<file path="config.mk">
export PLATFORM = sky130hd
export DESIGN_NAME = spcsd_top
export DESIGN_NICKNAME = d
export VERILOG_FILES = /design/src/spcsd_pkg.sv /design/src/spcsd_top.sv
export SDC_FILE = /design/constraint.sdc
export NUM_CORES = 1
export LEC_CHECK = 0
export BUFFER_PORTS_ARGS = -buffer_cell sky130_fd_sc_hd__buf_2
export CAP_MARGIN = 10
export CORE_ASPECT_RATIO = 0.75
export CORE_MARGIN = 2
export CORE_UTILIZATION = 25
export CTS_CLUSTER_SIZE = 25
export DETAILED_ROUTE_END_ITERATION = 16
export PLACE_DENSITY = 0.37
export SLEW_MARGIN = 15
export SYNTH_ARGS = -nofsm -noshare
export SYNTH_HDL_FRONTEND = slang
export SYNTH_SLANG_ARGS = --single-unit
</file>
<file path="constraint.sdc">
create_clock -name mclk -period 2.8 [get_ports mclk]
set_clock_uncertainty 0.1 [all_clocks]
set_input_delay 0.14 -clock mclk [delete_from_list [all_inputs] [get_ports mclk]]
set_output_delay 0.14 -clock mclk [all_outputs]
set_load 0.1 [all_outputs]
</file>
<file path="src/spcsd_pkg.sv">
package spcsd_pkg;
   // register addresses on the plain register port
   localparam logic [7:0] ADDR_CONTROL = 8'h10;
   localparam logic [7:0] ADDR_STATUS  = 8'h11;
   localparam logic [7:0] ADDR_DATA    = 8'h12;
   // control register fields
   localparam int CTL_RX_IRQ_EN  = 7;
   localparam int CTL_MASTER     = 5;
   localparam int CTL_CPOL       = 4;
   localparam int CTL_CPHA       = 3;
   localparam int CTL_WIRED_OR   = 2;
   localparam int CTL_ENABLE     = 1;
   localparam int CTL_TX_IRQ_EN  = 0;
   localparam logic [7:0] CTL_RESET = 8'h28;
   localparam logic [7:0] CTL_MASK  = 8'hBF;
   // status/control register fields
   localparam int STS_RX_FULL    = 7;
   localparam int STS_ERR_IRQ_EN = 6;
   localparam int STS_OVERFLOW   = 5;
   localparam int STS_MODE_FAULT = 4;
   localparam int STS_TX_EMPTY   = 3;
   localparam int STS_MF_EN      = 2;
   localparam int STS_RATE_HI    = 1;
   localparam int STS_RATE_LO    = 0;
   // half-period of the serial clock in bus clocks per rate code
   localparam logic [6:0] HALF_DIV_0 = 7'h01;
   localparam logic [6:0] HALF_DIV_1 = 7'h04;
   localparam logic [6:0] HALF_DIV_2 = 7'h10;
   localparam logic [6:0] HALF_DIV_3 = 7'h40;
   localparam int         BITS_PER_BYTE = 8;
endpackage

</file>
<file path="src/spcsd_top.sv">
// Contract
// RULE_01: receive interrupt enabled raises request while receiver full is set; reset clears.
// RULE_02: master select 1 means master, 0 slave; reset sets it.
// RULE_03: clock polarity sets idle serial clock level; both ends match; reset clears.
// RULE_04: clock phase picks launch/sample edges; both ends match; reset sets.
// RULE_05: with phase 0 the slave select driver deasserts between bytes.
// RULE_06: wired-or mode makes clock, MOSI, MISO open-drain; otherwise push-pull.
// RULE_07: enable bit turns interface on; clearing it partially resets logic.
// RULE_08: transmit interrupt enabled raises request while transmitter empty is set.
// RULE_09: receiver full sets per received byte; cleared by status then data read.
// RULE_10: error interrupt enable lets mode fault and overflow raise requests.
// RULE_11: overflow sets on new byte before buffer read; old byte kept.
// RULE_12: overflow clears on status read with flag set, then data read.
// RULE_13: slave with fault detect flags fault when select rises mid-transfer.
// RULE_14: master with fault detect flags fault whenever select is low.
// RULE_15: mode fault clears on status read with flag set, then control write.
// RULE_16: transmitter empty sets on handoff to shifter, clears on data write.
// RULE_17: software writes data only when empty; no read-modify-write on data.
// RULE_18: fault detect enable allows fault flag; clearing it keeps flag.
// RULE_19: fault detect off: master ignores select; slave only loses fault flag.
// RULE_20: master rate codes divide bus clock by 2, 8, 32, 128.
// RULE_21: data address reads receive buffer, writes transmit buffer; no reset.
// RULE_22: a transfer swaps one byte each way over eight serial clocks.
// RULE_23: deselected slave floats MISO and ignores serial clock edges.
// RULE_24: select and serial clock inputs synchronised before edge logic.
`timescale 1ns/10ps
`default_nettype none
module spcsd_top #(
   parameter int DATA_W = 8
) (
   input  wire logic              mclk,
   input  wire logic              reset_n,
   input  wire logic              clk_en,
   input  wire logic [7:0]        reg_addr,
   input  wire logic [DATA_W-1:0] reg_wdata,
   input  wire logic              reg_wr,
   input  wire logic              reg_rd,
   output logic      [DATA_W-1:0] reg_rdata,
   output logic                   irq_req,
   input  wire logic              sck_in,
   output logic                   sck_out,
   output logic                   sck_oe_n,
   input  wire logic              mosi_in,
   output logic                   mosi_out,
   output logic                   mosi_oe_n,
   input  wire logic              miso_in,
   output logic                   miso_out,
   output logic                   miso_oe_n,
   input  wire logic              ss_n_in,
   output logic                   pullup_en
);
   typedef enum logic [2:0] {
      SPCSD_IDLE  = 3'b001,
      SPCSD_LEAD  = 3'b010,
      SPCSD_TRAIL = 3'b100
   } spcsd_state_t;

   logic [7:0]        ctl_reg;
   logic              err_ie_reg, mf_en_reg;
   logic [1:0]        rate_reg;
   logic              rx_full_reg, ovf_reg, mf_reg, tx_empty_reg;
   logic              rx_arm_reg, ovf_arm_reg, mf_arm_reg;
   logic [DATA_W-1:0] rx_buf_reg, tx_buf_reg, shift_reg;
   logic [DATA_W-1:0] reg_rdata_next;
   spcsd_state_t      state_reg;
   logic [3:0]        bit_cnt_reg;
   logic [6:0]        div_cnt_reg;
   logic              sck_reg, mosi_reg, miso_reg, sampled_reg;
   logic [1:0]        ss_sync_reg, sck_sync_reg;
   logic              ss_prev_reg, sck_prev_reg;

   logic enabled, is_master, cpol, cpha, wired_or;
   logic ss_n, sck_s, slave_sel, active, sck_rise, sck_fall, lead_edge, trail_edge;
   logic half_tick, byte_done, tx_load, rd_data, rd_status, wr_data, wr_ctl;
   logic [6:0] half_div;
   logic [DATA_W-1:0] shift_in;

   assign enabled   = ctl_reg[spcsd_pkg::CTL_ENABLE];
   assign is_master = ctl_reg[spcsd_pkg::CTL_MASTER];                       // see RULE_02
   assign cpol      = ctl_reg[spcsd_pkg::CTL_CPOL];
   assign cpha      = ctl_reg[spcsd_pkg::CTL_CPHA];
   assign wired_or  = ctl_reg[spcsd_pkg::CTL_WIRED_OR];
   assign rd_data   = reg_rd && reg_addr == spcsd_pkg::ADDR_DATA;
   assign rd_status = reg_rd && reg_addr == spcsd_pkg::ADDR_STATUS;
   assign wr_data   = reg_wr && reg_addr == spcsd_pkg::ADDR_DATA;
   assign wr_ctl    = reg_wr && reg_addr == spcsd_pkg::ADDR_CONTROL;

   // synchronisers: first stage only feeds the second
   always_ff @(posedge mclk or negedge reset_n) begin
      if (!reset_n) begin
         ss_sync_reg  <= 2'h3;
         sck_sync_reg <= 2'h0;
         ss_prev_reg  <= 1'b1;
         sck_prev_reg <= 1'b0;
      end else if (clk_en) begin
         ss_sync_reg  <= {ss_sync_reg[0], ss_n_in};                          // see RULE_24
         sck_sync_reg <= {sck_sync_reg[0], sck_in};                          // see RULE_24
         ss_prev_reg  <= ss_sync_reg[1];
         sck_prev_reg <= sck_sync_reg[1];
      end
   end
   assign ss_n      = ss_sync_reg[1];
   assign sck_s     = sck_sync_reg[1];
   assign slave_sel = enabled && !is_master && !ss_n;
   assign sck_rise  = sck_s && !sck_prev_reg;
   assign sck_fall  = !sck_s && sck_prev_reg;
   // leading edge leaves idle level, trailing returns to it
   assign lead_edge  = slave_sel && (cpol ? sck_fall : sck_rise);           // see RULE_03
   assign trail_edge = slave_sel && (cpol ? sck_rise : sck_fall);           // see RULE_23
   assign active     = state_reg != SPCSD_IDLE;
   assign shift_in   = {shift_reg[DATA_W-2:0], sampled_reg};

   always_comb begin
      case (rate_reg)                                                       // see RULE_20
         2'b00:   half_div = spcsd_pkg::HALF_DIV_0;
         2'b01:   half_div = spcsd_pkg::HALF_DIV_1;
         2'b10:   half_div = spcsd_pkg::HALF_DIV_2;
         default: half_div = spcsd_pkg::HALF_DIV_3;
      endcase
   end
   assign half_tick = is_master && active && div_cnt_reg == half_div - 7'h01;

   // master starts when data waits; slave loads shifter when selected with data waiting
   assign tx_load   = enabled && !active && !tx_empty_reg &&
                      (is_master || slave_sel);                             // see RULE_16

   // control register
   always_ff @(posedge mclk or negedge reset_n) begin
      if (!reset_n) begin
         ctl_reg <= spcsd_pkg::CTL_RESET;                                   // see RULE_01
      end else if (clk_en) begin
         if (wr_ctl) begin
            ctl_reg <= reg_wdata[7:0] & spcsd_pkg::CTL_MASK;
         end else if (mf_reg && is_master && mf_en_reg && enabled) begin
            // a master fault drops the enable so the pins are released
            ctl_reg[spcsd_pkg::CTL_ENABLE] <= 1'b0;
         end
      end
   end

   // status/control writable fields
   always_ff @(posedge mclk or negedge reset_n) begin
      if (!reset_n) begin
         err_ie_reg <= 1'b0;
         mf_en_reg  <= 1'b0;
         rate_reg   <= 2'h0;
      end else if (clk_en && reg_wr && reg_addr == spcsd_pkg::ADDR_STATUS) begin
         err_ie_reg <= reg_wdata[spcsd_pkg::STS_ERR_IRQ_EN];
         mf_en_reg  <= reg_wdata[spcsd_pkg::STS_MF_EN];
         rate_reg   <= reg_wdata[spcsd_pkg::STS_RATE_HI:spcsd_pkg::STS_RATE_LO];
      end
   end

   // data buffers: never reset
   always_ff @(posedge mclk) begin
      if (clk_en) begin
         if (wr_data) begin
            tx_buf_reg <= reg_wdata;                                        // see RULE_21
         end
         if (byte_done && !rx_full_reg) begin
            rx_buf_reg <= shift_in;                                         // see RULE_11
         end
      end
   end

   // transfer engine; enable low acts as partial reset
   always_ff @(posedge mclk or negedge reset_n) begin
      if (!reset_n) begin
         state_reg   <= SPCSD_IDLE;
         bit_cnt_reg <= 4'h0;
         div_cnt_reg <= 7'h00;
         shift_reg   <= '0;
         sampled_reg <= 1'b0;
         sck_reg     <= 1'b0;
         mosi_reg    <= 1'b0;
         miso_reg    <= 1'b0;
      end else if (clk_en) begin
         if (!enabled || (!is_master && ss_n)) begin                        // see RULE_07
            state_reg   <= SPCSD_IDLE;                                      // see RULE_23
            bit_cnt_reg <= 4'h0;
            div_cnt_reg <= 7'h00;
            sck_reg     <= cpol;
         end else if (tx_load) begin
            state_reg   <= SPCSD_LEAD;
            bit_cnt_reg <= 4'h0;
            div_cnt_reg <= 7'h00;
            shift_reg   <= tx_buf_reg;
            mosi_reg    <= tx_buf_reg[DATA_W-1];
            miso_reg    <= tx_buf_reg[DATA_W-1];
            sck_reg     <= cpol;
         end else if (!active) begin
            // idle clock follows a polarity change before the next frame
            sck_reg     <= cpol;                                            // see RULE_03
         end else if (is_master) begin
            div_cnt_reg <= half_tick ? 7'h00 : div_cnt_reg + 7'h01;
            if (half_tick) begin
               sck_reg <= ~sck_reg;
               case (state_reg)
                  SPCSD_LEAD: begin
                     // phase 1 launches on leading edge, phase 0 samples there
                     if (cpha && bit_cnt_reg != 4'h0) begin                 // see RULE_04
                        shift_reg <= shift_in;
                        mosi_reg  <= shift_in[DATA_W-1];
                     end
                     if (!cpha) sampled_reg <= miso_in;
                     state_reg <= SPCSD_TRAIL;
                  end
                  SPCSD_TRAIL: begin
                     if (cpha) sampled_reg <= miso_in;
                     else if (bit_cnt_reg != 4'(spcsd_pkg::BITS_PER_BYTE - 1)) begin
                        shift_reg <= shift_in;
                        mosi_reg  <= shift_in[DATA_W-1];
                     end
                     bit_cnt_reg <= bit_cnt_reg + 4'h1;
                     state_reg   <= (bit_cnt_reg == 4'(spcsd_pkg::BITS_PER_BYTE - 1)) ?
                                    SPCSD_IDLE : SPCSD_LEAD;                // see RULE_22
                  end
                  default: state_reg <= SPCSD_IDLE;
               endcase
            end
         end else if (active) begin
            if (lead_edge) begin
               if (cpha && bit_cnt_reg != 4'h0) begin
                  shift_reg <= shift_in;
                  miso_reg  <= shift_in[DATA_W-1];
               end
               if (!cpha) sampled_reg <= mosi_in;
            end else if (trail_edge) begin
               if (cpha) sampled_reg <= mosi_in;
               else if (bit_cnt_reg != 4'(spcsd_pkg::BITS_PER_BYTE - 1)) begin
                  shift_reg <= shift_in;
                  miso_reg  <= shift_in[DATA_W-1];
               end
               bit_cnt_reg <= bit_cnt_reg + 4'h1;
               if (bit_cnt_reg == 4'(spcsd_pkg::BITS_PER_BYTE - 1)) begin
                  state_reg <= SPCSD_IDLE;
               end
            end
         end
      end
   end
   // with phase 1 the last sample is taken one cycle before completion is seen
   logic done_pend_reg;
   always_ff @(posedge mclk or negedge reset_n) begin
      if (!reset_n) begin
         done_pend_reg <= 1'b0;
      end else if (clk_en) begin
         done_pend_reg <= enabled && active && bit_cnt_reg == 4'(spcsd_pkg::BITS_PER_BYTE - 1) &&
                          ((is_master && half_tick && state_reg == SPCSD_TRAIL) ||
                           (!is_master && trail_edge && !ss_n));
      end
   end
   // cpha=1 samples on the final edge, so the byte is complete one cycle later
   assign byte_done = done_pend_reg;

   // status flags; hardware set wins over software clear
   always_ff @(posedge mclk or negedge reset_n) begin
      if (!reset_n) begin
         rx_full_reg  <= 1'b0;
         ovf_reg      <= 1'b0;
         mf_reg       <= 1'b0;
         tx_empty_reg <= 1'b1;                                              // see RULE_16
         rx_arm_reg   <= 1'b0;
         ovf_arm_reg  <= 1'b0;
         mf_arm_reg   <= 1'b0;
      end else if (clk_en) begin
         if (rd_status) begin
            rx_arm_reg  <= rx_full_reg;
            ovf_arm_reg <= ovf_reg;
            mf_arm_reg  <= mf_reg;
         end
         if (byte_done && !rx_full_reg) rx_full_reg <= 1'b1;                // see RULE_09
         else if (rd_data && rx_arm_reg) rx_full_reg <= 1'b0;               // see RULE_09
         if (byte_done && rx_full_reg) ovf_reg <= 1'b1;                     // see RULE_11
         else if (rd_data && ovf_arm_reg) ovf_reg <= 1'b0;                  // see RULE_12
         if (mf_en_reg && enabled &&                                        // see RULE_19
             ((is_master && !ss_n) ||                                       // see RULE_14
              (!is_master && active && ss_n && !ss_prev_reg)))              // see RULE_13
            mf_reg <= 1'b1;                                                 // see RULE_18
         else if (wr_ctl && mf_arm_reg) mf_reg <= 1'b0;                     // see RULE_15
         if (rd_data) begin
            rx_arm_reg  <= 1'b0;
            ovf_arm_reg <= 1'b0;
         end
         if (wr_ctl) mf_arm_reg <= 1'b0;
         if (tx_load) tx_empty_reg <= 1'b1;                                 // see RULE_16
         else if (wr_data) tx_empty_reg <= 1'b0;                            // see RULE_16
      end
   end

   always_comb begin
      reg_rdata_next = '0;
      case (reg_addr)
         spcsd_pkg::ADDR_CONTROL: reg_rdata_next[7:0] = ctl_reg;
         spcsd_pkg::ADDR_STATUS:  reg_rdata_next[7:0] = {rx_full_reg, err_ie_reg, ovf_reg,
                                                         mf_reg, tx_empty_reg, mf_en_reg,
                                                         rate_reg};
         spcsd_pkg::ADDR_DATA:    reg_rdata_next = rx_buf_reg;              // see RULE_21
         default:                 reg_rdata_next = '0;
      endcase
   end
   always_ff @(posedge mclk or negedge reset_n) begin
      if (!reset_n) begin
         reg_rdata <= '0;
      end else if (clk_en) begin
         reg_rdata <= reg_rd ? reg_rdata_next : '0;
      end
   end

   // interrupt request is a level that follows flags and enables
   always_ff @(posedge mclk or negedge reset_n) begin
      if (!reset_n) begin
         irq_req <= 1'b0;
      end else if (clk_en) begin
         irq_req <= (ctl_reg[spcsd_pkg::CTL_RX_IRQ_EN] && rx_full_reg) ||    // see RULE_01
                    (ctl_reg[spcsd_pkg::CTL_TX_IRQ_EN] && tx_empty_reg) ||   // see RULE_08
                    (err_ie_reg && (mf_reg || ovf_reg));                     // see RULE_10
      end
   end

   // pins: open drain only ever pulls low, otherwise released
   always_comb begin
      sck_out   = sck_reg;
      mosi_out  = mosi_reg;
      miso_out  = miso_reg;
      sck_oe_n  = 1'b1;
      mosi_oe_n = 1'b1;
      miso_oe_n = 1'b1;
      if (enabled && is_master) begin
         sck_oe_n  = wired_or ? sck_reg : 1'b0;                             // see RULE_06
         mosi_oe_n = wired_or ? mosi_reg : 1'b0;                            // see RULE_06
      end else if (slave_sel) begin
         miso_oe_n = wired_or ? miso_reg : 1'b0;                            // see RULE_23
      end
      if (wired_or) begin
         sck_out  = 1'b0;
         mosi_out = 1'b0;
         miso_out = 1'b0;
      end
   end
   assign pullup_en = !wired_or;                                            // see RULE_06
endmodule
`default_nettype wire
</file>
; ---- Yosys cells after proc, flatten, opt, wreduce, memory -nomap -nowiden
; Index checks and enable logic that the tools add are counted.
[totals]
ff_bits = 76
latch_bits = 0
mem_bits_rw = 0
rom_bits = 0
inputBits = 25
out_inout_bits = 16
wordCells = 256
memories = 0
[op_classes]
add_sub_neg = 3
mul = 0
div_mod_pow = 0
magnitude_cmp = 0
n_eq_ne = 29
n_shift = 0
n_mux = 91
bitwise = 3
n_reduce_logical = 101
[ops]
columns = op, count
row1 = 2-to-1 mux 8 bit, 10
row2 = 2-to-1 mux 1 bit, 53
row3 = logical AND 1 bit, 44
row4 = 2-to-1 mux 7 bit, 5
row5 = 2-to-1 mux 4 bit, 8
row6 = "== test 8 x 5 -> 1 bit, second input constant", 3
row7 = 2-to-1 mux 3 bit, 8
row8 = one-hot mux 8 bit (3 select lines), 1
row9 = one-hot mux 7 bit (3 select lines), 1
row10 = nonzero test 3 bit, 7
row11 = AND reduction 2 bit, 10
row12 = nonzero test 2 bit, 10
row13 = "!= test 3 bit, second input constant", 6
row14 = AND reduction 6 bit, 3
row15 = "!= test 4 x 1 -> 1 bit, second input constant", 4
row16 = one-hot mux 8 bit (2 select lines), 1
row17 = nonzero test 4 bit, 4
row18 = "!= test 3 x 1 -> 1 bit, second input constant", 5
row19 = AND reduction 11 bit, 1
row20 = zero test 1 bit, 10
row21 = AND reduction 9 bit, 1
row22 = "!= test 4 x 2 -> 1 bit, second input constant", 2
row23 = AND reduction 8 bit, 1
row24 = "adder 7 x 1 -> 7 bit, second input constant", 1
row25 = 17 further kinds, 28

; ---- Longest topological paths before layout
; Gate-level depths: netlist (run 1).
[logic_depth]
ltp_word = 10
ltp_mapped = 8
depth_no_buf = 8

; ---- Worst setup path after synthesis (run 1)
; Ideal clock, no wire load.
[synth_timing]
path_type = reg2reg
from = register state_reg[0]
to = register state_reg[1]
setup_ps = 125
arrival_time_ps = 2047
t_required_ps = 2575
slack_ps = 528
path_stages_with_launch = 8
path_buffers = 1
synth_period_minus_slack_ps = 2272
cell_sequence = dfstp_2 > or3b_1 > buf_6 > nor2_1 > o311a_1 > o21ai_0 > a21oi_1 > mux2_2
[synth_via]
elab_chain_cells = 7
word_cells_on_any_way = 21
classes_between = eq/ne: 5 / mux: 6 / reduce/logical: 10
[synth_rtl]
columns = element, line
row1 = "start, declared", spcsd_top.sv:65  ; spcsd_state_t state_reg;
row2 = "start signal, assigned", spcsd_top.sv:215  ; state_reg <= (bit_cnt_reg == 4'(spcsd_pkg::BITS_PER_BYTE - 1)) ?
row3 = == test 3 bit (tied with other cells), spcsd_top.sv:198  ; case (state_reg)
row4 = one-hot mux 3 bit (2 select lines) or zero test 1 bit (tied branches), -
row5 = 2-to-1 mux 3 bit or logical AND 1 bit (tied branches), "spcsd_top.sv:196, spcsd_top.sv:124"
row6 = 2-to-1 mux 3 bit or logical AND 1 bit (tied branches), "spcsd_top.sv:194, spcsd_top.sv:124"
row7 = 2-to-1 mux 3 bit or logical AND 1 bit (tied branches), "spcsd_top.sv:191, spcsd_top.sv:124"
row8 = 2-to-1 mux 3 bit (tied with other cells), spcsd_top.sv:183  ; end else if (tx_load) begin
row9 = 2-to-1 mux 3 bit or AND reduction 6 bit (tied branches), -
; Several ways; a longest one is shown, not always the timed one. The select of a mux whose other input is x is not followed.
; A chain may end at the register's enable or synchronous reset.

; ---- Final worst setup path (run 1)
; Ends and elaborated chain as after synthesis.

==> results of run 1 <==
worst register-to-register path, stage by stage (launching register included):
cell and delay [ns]:
dfstp_2 0.58, or3b_1 0.49, nor2_1 0.22, o311a_1 0.20
o21ai_0 0.08, a21oi_1 0.29, mux2_2 0.37
cells by family after synthesis:
family,count (synthesis)
flops,75
xor+xnor,1
fa+ha+maj,3
mux,30
buf+inv,34
compound gates,110
simple gates,133
final timing paths:
| check | start | end | slack, ns | cells after the start |
|---|---|---|---|---|
| max in group asynchronous | reset_n | ctl_reg[3]$_DFFE_PN1P_ | 1.61 | 3 |
| worst min register to register | shift_reg[0]$_DFFE_PN0P_ | rx_buf_reg[1]$_DFFE_PP_ | 0.39 | 0 |
| worst max register to register | state_reg[0]$_DFFE_PN1P_ | state_reg[1]$_DFFE_PN0P_ | 0.34 | 6 |
| worst min-delay path | mosi_in | sampled_reg$_DFFE_PN0P_ | 0.08 | 3 |
| worst max-delay path | state_reg[0]$_DFFE_PN1P_ | state_reg[1]$_DFFE_PN0P_ | 0.34 | 6 |
| min in group asynchronous | reset_n | bit_cnt_reg[0]$_DFFE_PN0P_ | 0.29 | 2 |
Yosys cell counts, types with 3 or more instances:
library cell and instances:
dfrtp_1 52, nand2_1 39, nor2_1 36, a21oi_1 30, o21ai_0 26, mux2_2 21
inv_1 19, edfxtp_1 16, nand3_1 14, clkbuf_1 11, o22ai_1 11, nor2b_1 10
mux2i_1 9, o22a_1 9, dfstp_2 7, nand2b_1 6, a22o_1 5, nand4_1 5
and3_1 4, or3_1 4, ha_1 3, nor3b_1 3
metal layers:
metal,vias to the layer above,routed length (um)
met5,-,0
li1,1518,-
met4,0,125
met3,11,637
met2,86,4250
met1,1545,6320
repair_timing:
action,in CTS,in global routing
hold buffers,11,0
endpoints found under the hold margin,41,0
endpoints found under the setup margin,0,0
stage by stage:
| stage | area (um^2) | total power [W] | setup WS (ns) |
|---|---|---|---|
| 5_1_grt | 4800 | 0.00272 | 0.196 |
| 3_3_place_gp | 4370 | 0.00139 | 0.353 |
| 2_1_floorplan | 3870 | 0.00130 | 0.528 |
| 6_report | 4800 | 0.00260 | 0.344 |
| 4_1_cts | 4800 | 0.00264 | 0.354 |
| 3_5_place_dp | 4370 | 0.00139 | 0.368 |
layout by cell type, fill, tap and decap left out, types with 4 or more instances in the layout:
cell type and n:
a21oi_1 30, a22o_1 5, and3_1 4, buf_2 40, buf_4 12, clkbuf_16 9
dfrtp_1 52, dfstp_2 7, dlygate4sd3_1 11, edfxtp_1 16, inv_1 19, mux2_2 21
mux2i_1 9, nand2_1 39, nand2b_1 6, nand3_1 14, nand4_1 5, nor2_1 36
nor2b_1 10, o21ai_0 26, o22a_1 9, o22ai_1 11, or3_1 4
power breakdown:
part / leakage [nW] / total, W / internal [W] / switching, W
Clock: 0.156 / 0.00122 / 0.000765 / 0.000455
Sequential: 0.935 / 0.00119 / 0.00115 / 0.0000372
Combinational: 0.950 / 0.000195 / 0.0000758 / 0.000119
cell type report:
type / instances / area, um^2
Sequential cell: 75 / 1970
Timing Repair Buffer: 64 / 420
Tap cell: 205 / 256
Multi-Input combinational cell: 277 / 1770
Inverter: 19 / 71.3
Clock inverter: 3 / 43.8
Clock buffer: 13 / 270
Fill cell: 1587 / 10400
==> results.toml, run 1 <==
[pwr]
p_leak_nw = 2.04
ir_worst_vdd_mv = 0.311
pwr_density_cell_nw_per_um2 = 542

[timing]
final.min_clock_period_ns = 2.46
hold_ws_ns = 0.0780
final-setup-viol-count = 0
slew_viol_final = 0
finalSetupTns_ns = 0
rsz0062_at_grt = "false"
worst_slew_pin_slew_ns = 0.742
fmax_mhz = 407
fin_crit_sh_pct = 87.7
finalHoldViolCount = 0
max_slew_margin_pct = 50.6

[route]
vias = 3160
first_pass_iters = 4
drc = 0
wl_per_cell_um = 17.3
via_per_inst = 4.82
drtAntennaViolNets = 0
finalWirelength_um = 11300
dr.first_iter.drc_count = 247

[clocking]
clk_latency_ns = 0.34
path_clk_slew_ns = 0.06
cts_buffer_depth = 2
cts_setup_buffers = 0
cts_tree = "yes"
cts_sinks = 75
cts-root-buf = "clkbuf_16"
h-tree-depth = 3
post_cts_resized = 0
cts_buffers = 9

[cells_and_area]
num_antenna_cells = 0
area_growth_pct = 23.9
final_cells = 656
drive_gt1_share_pct = 23.3
layout.nets = 474
post-route-util_pct = 31.6

[yosys]
async_flop_share_pct = 78.7
syn_area_per_cell_um2 = 10.0
synth_top_family_by_area = "compound AO/OA/AOI/OAI gates"
ys_seq_elements = 75
synthSimpleGateAreaFrac_pct = 16.8
synthMuxAreaShare_pct = 8.44
ys_top_cells_by_area = "dfrtp_1, edfxtp_1, mux2_2, dfstp_2, a21oi_1"
synth-compound-area-share_pct = 19.2
synth.yosys.seq_area_share_pct = 50.8
synthXorXnorAreaFrac_pct = 0.226
synth_top_area_share_pct = 33.6
synth_nets = 414
syn_area_um2 = 3870
synth_cell_types = 57
yosysWarnings = 0
synth_fa_ha_area_share_pct = 0.970
synth_cells = 386
yosys.area.top_type = "dfrtp_1"
ys.flop_type = "dfrtp_1"
synth_edf_count = 16

[global_routing]
busiest_layer = "met1"
met1_usage_pct = 23.3
grt_pass1_vias = 3155
antenna_found_initial = 0
grtUsageMet2_pct = 18.8
grt_first_pass_wirelength_um = 18300
grt_use_met3_pct = 3.52
grt_usage_pct = 14.5
grt_max_degree = 31
gr-total-overflow = 0

[die]
die_h_um = 112
initial_core_util_pct = 25.5
die_w_um = 148
coreArea_um2 = 15200
row_count = 39
pin_count = 41
die_area_um2 = 16500

[critical_path]
slowest_stage = "dfstp_2"
path_cells = "or3b_1 > nor2_1 > o311a_1 > o21ai_0 > a21oi_1 > mux2_2"
crit_fanout = 8
max_stage_delay_ns = 0.58
cp_top_family = "simple AND/OR/NAND/NOR gates"
required_ns = 2.92
crit_type = "reg2reg"
cp-start-kind = "flip-flop"
end_kind = "flip-flop"
crit_buf_inv = 0
crit_arrival_ns = 2.58

[placed_design]
dp_cells = 629
port-buffer-count = 40
place_hpwl_um = 8280
routabilityCongestion = 0.826

[min_path]
min_path_type = "in2reg"

[outcome]
status = "finished clean"

[flow_run]
drv_cap = 0
No activity file was read; power rests on OpenSTA's default activity.
==> inputs of run 2 (changes only) <==
CTS_BUF_LIST = sky130_fd_sc_hd__clkbuf_8   (was default)
RECOVER_POWER = 100   (was default)
==> run 2 against run 1 <==
  * The run now ends with capacitance limit, slew limit left
  * Sequential power is essentially flat
  * Hold slack got worse by 0.019 ns
  * Power down 13%
  * Non-clock buffer count is the same
  * Largest cell class unchanged
  * Largest power group is now sequential cells
==> results.toml, run 2 (synthesized netlist as in run 1, its figures left out) <==
[global_routing]
grt_max_degree = 31
gr-total-overflow = 0
antenna_found_initial = 0
grt_pass1_vias = 3139
grt_usage_pct = 14.4
grt_first_pass_wirelength_um = 18200

[min_path]
hold_depth = 3
min_path_type = "in2reg"

[outcome]
violations = "capacitance limit, slew limit"
status = "finished, violations left"

[critical_path]
crit_fanout = 8
required_ns = 2.94
r2r_slack_ns = 0.28
cp-start-kind = "flip-flop"
r2r_end = "state_reg[1]$_DFFE_PN0P_"
r2r_start = "state_reg[0]$_DFFE_PN1P_"
crit_end = "state_reg[1]$_DFFE_PN0P_"
r2r_cells = 6
crit_arrival_ns = 2.65
crit_start = "state_reg[0]$_DFFE_PN1P_"
end_kind = "flip-flop"
crit_type = "reg2reg"

[die]
coreArea_um2 = 15200
die_h_um = 112
initial_core_util_pct = 25.5
die_area_um2 = 16500
row_count = 39
die_w_um = 148
pin_count = 41

[timing]
finalHoldViolCount = 0
fin_crit_sh_pct = 89.9
max_slew_margin_pct = -18.1
final-setup-viol-count = 0
slew_viol_final = 30
finalSetupTns_ns = 0
rsz0062_at_grt = "false"
fmax_mhz = 397
worst_slew_pin_slew_ns = 1.77
final.min_clock_period_ns = 2.52

[route]
via_per_inst = 4.70
vias = 3080
drtAntennaViolNets = 0
first_pass_iters = 4
finalWirelength_um = 11200
dr.first_iter.drc_count = 168
wl_per_cell_um = 17.1
drc = 0

[flow_run]
drv_cap = 1

[placed_design]
port-buffer-count = 40
place_hpwl_um = 8280
routabilityCongestion = 0.826
dpl_cell_area_um2 = 4370

[pwr]
ir_worst_vdd_mv = 0.288
sw_frac_of_total_pct = 25.0
pwr_density_cell_nw_per_um2 = 488
clockPowerShare_pct = 39.4
power_frac_comb_pct = 8.5
p_total_w = 0.00227
netSwitchingPower_w = 0.000567
power_frac_seq_pct = 52.1
p_int_w = 0.00170
p_leak_nw = 1.90

[cells_and_area]
fin_area_um2 = 4650
final_common_cell = "dfrtp_1"
final_cell_mix = "dfrtp_1, nand2_1, nor2_1"
num_antenna_cells = 0
layout.nets = 474
area_growth_pct = 20.1
post-route-util_pct = 30.6
drive_gt1_share_pct = 16.2

[clocking]
clk_latency_ns = 0.35
cts_tree = "yes"
cts_buffers = 9
post_cts_resized = 0
path_clk_slew_ns = 0.08
cts_buffer_depth = 2
cts-root-buf = "clkbuf_8"
cts_sinks = 75
h-tree-depth = 3
-- run 2: layout make-up --
class	instances	area, um^2
repair buffers	64	375
multi-input cells	277	1770
inverters	19	71.3
clock buffers	12	165
fillers	1609	10500
well taps	205	256
flip-flops and latches	75	1970
clock inverters	4	47.5
-- run 2: critical path, stage by stage (launching register included) --
cell and delay, ns:
dfstp_1 0.63, or3b_1 0.50, nor2_1 0.23, o311a_1 0.20, o21ai_0 0.08, a21oi_1 0.29, mux2_2 0.37
-- run 2: metrics by stage --
stage          cells  setup slack [ns]  hold slack, ns
3_5_place_dp     629             0.368           0.149
3_3_place_gp     629             0.353           0.150
2_1_floorplan    386             0.528          -0.256
5_1_grt          656             0.104          0.0567
6_report         656             0.284          0.0588
4_1_cts          656             0.351          0.0348
-- run 2: how the worst min path moves through the flow --
stage / from / endpoint / slack, ns
floorplan: reset_n / bit_cnt_reg[0]$_DFFE_PN0P_ / -0.26
global placement: reset_n / bit_cnt_reg[1]$_DFFE_PN0P_ / 0.15
detailed placement: reset_n / bit_cnt_reg[0]$_DFFE_PN0P_ / 0.15
CTS: mosi_in / sampled_reg$_DFFE_PN0P_ / 0.03
global route: mosi_in / sampled_reg$_DFFE_PN0P_ / 0.06
finish: mosi_in / sampled_reg$_DFFE_PN0P_ / 0.06
-- run 2: routing by layer --
layer	global-route usage (%)	part of all wire, %	routed length, um
met1	23.1	55	6220
met2	18.9	38	4310
met3	3.89	5.8	652
met4	3.27	0.45	50
met5	0	0	0
-- run 2: timing repair --
item	CTS	global route
hold endpoints to repair	44	0
setup buffers	0	0
hold buffers	11	0
-- run 2: power groups by stage --
stage | Combinational [W] | Sequential (W) | Clock, W
2_1_floorplan | 0.000107 | 0.00120 | 0
3_3_place_gp | 0.000187 | 0.00121 | 0
3_5_place_dp | 0.000186 | 0.00120 | 0
4_1_cts | 0.000199 | 0.00118 | 0.000939
5_1_grt | 0.000216 | 0.00119 | 0.000988
6_report | 0.000192 | 0.00118 | 0.000894
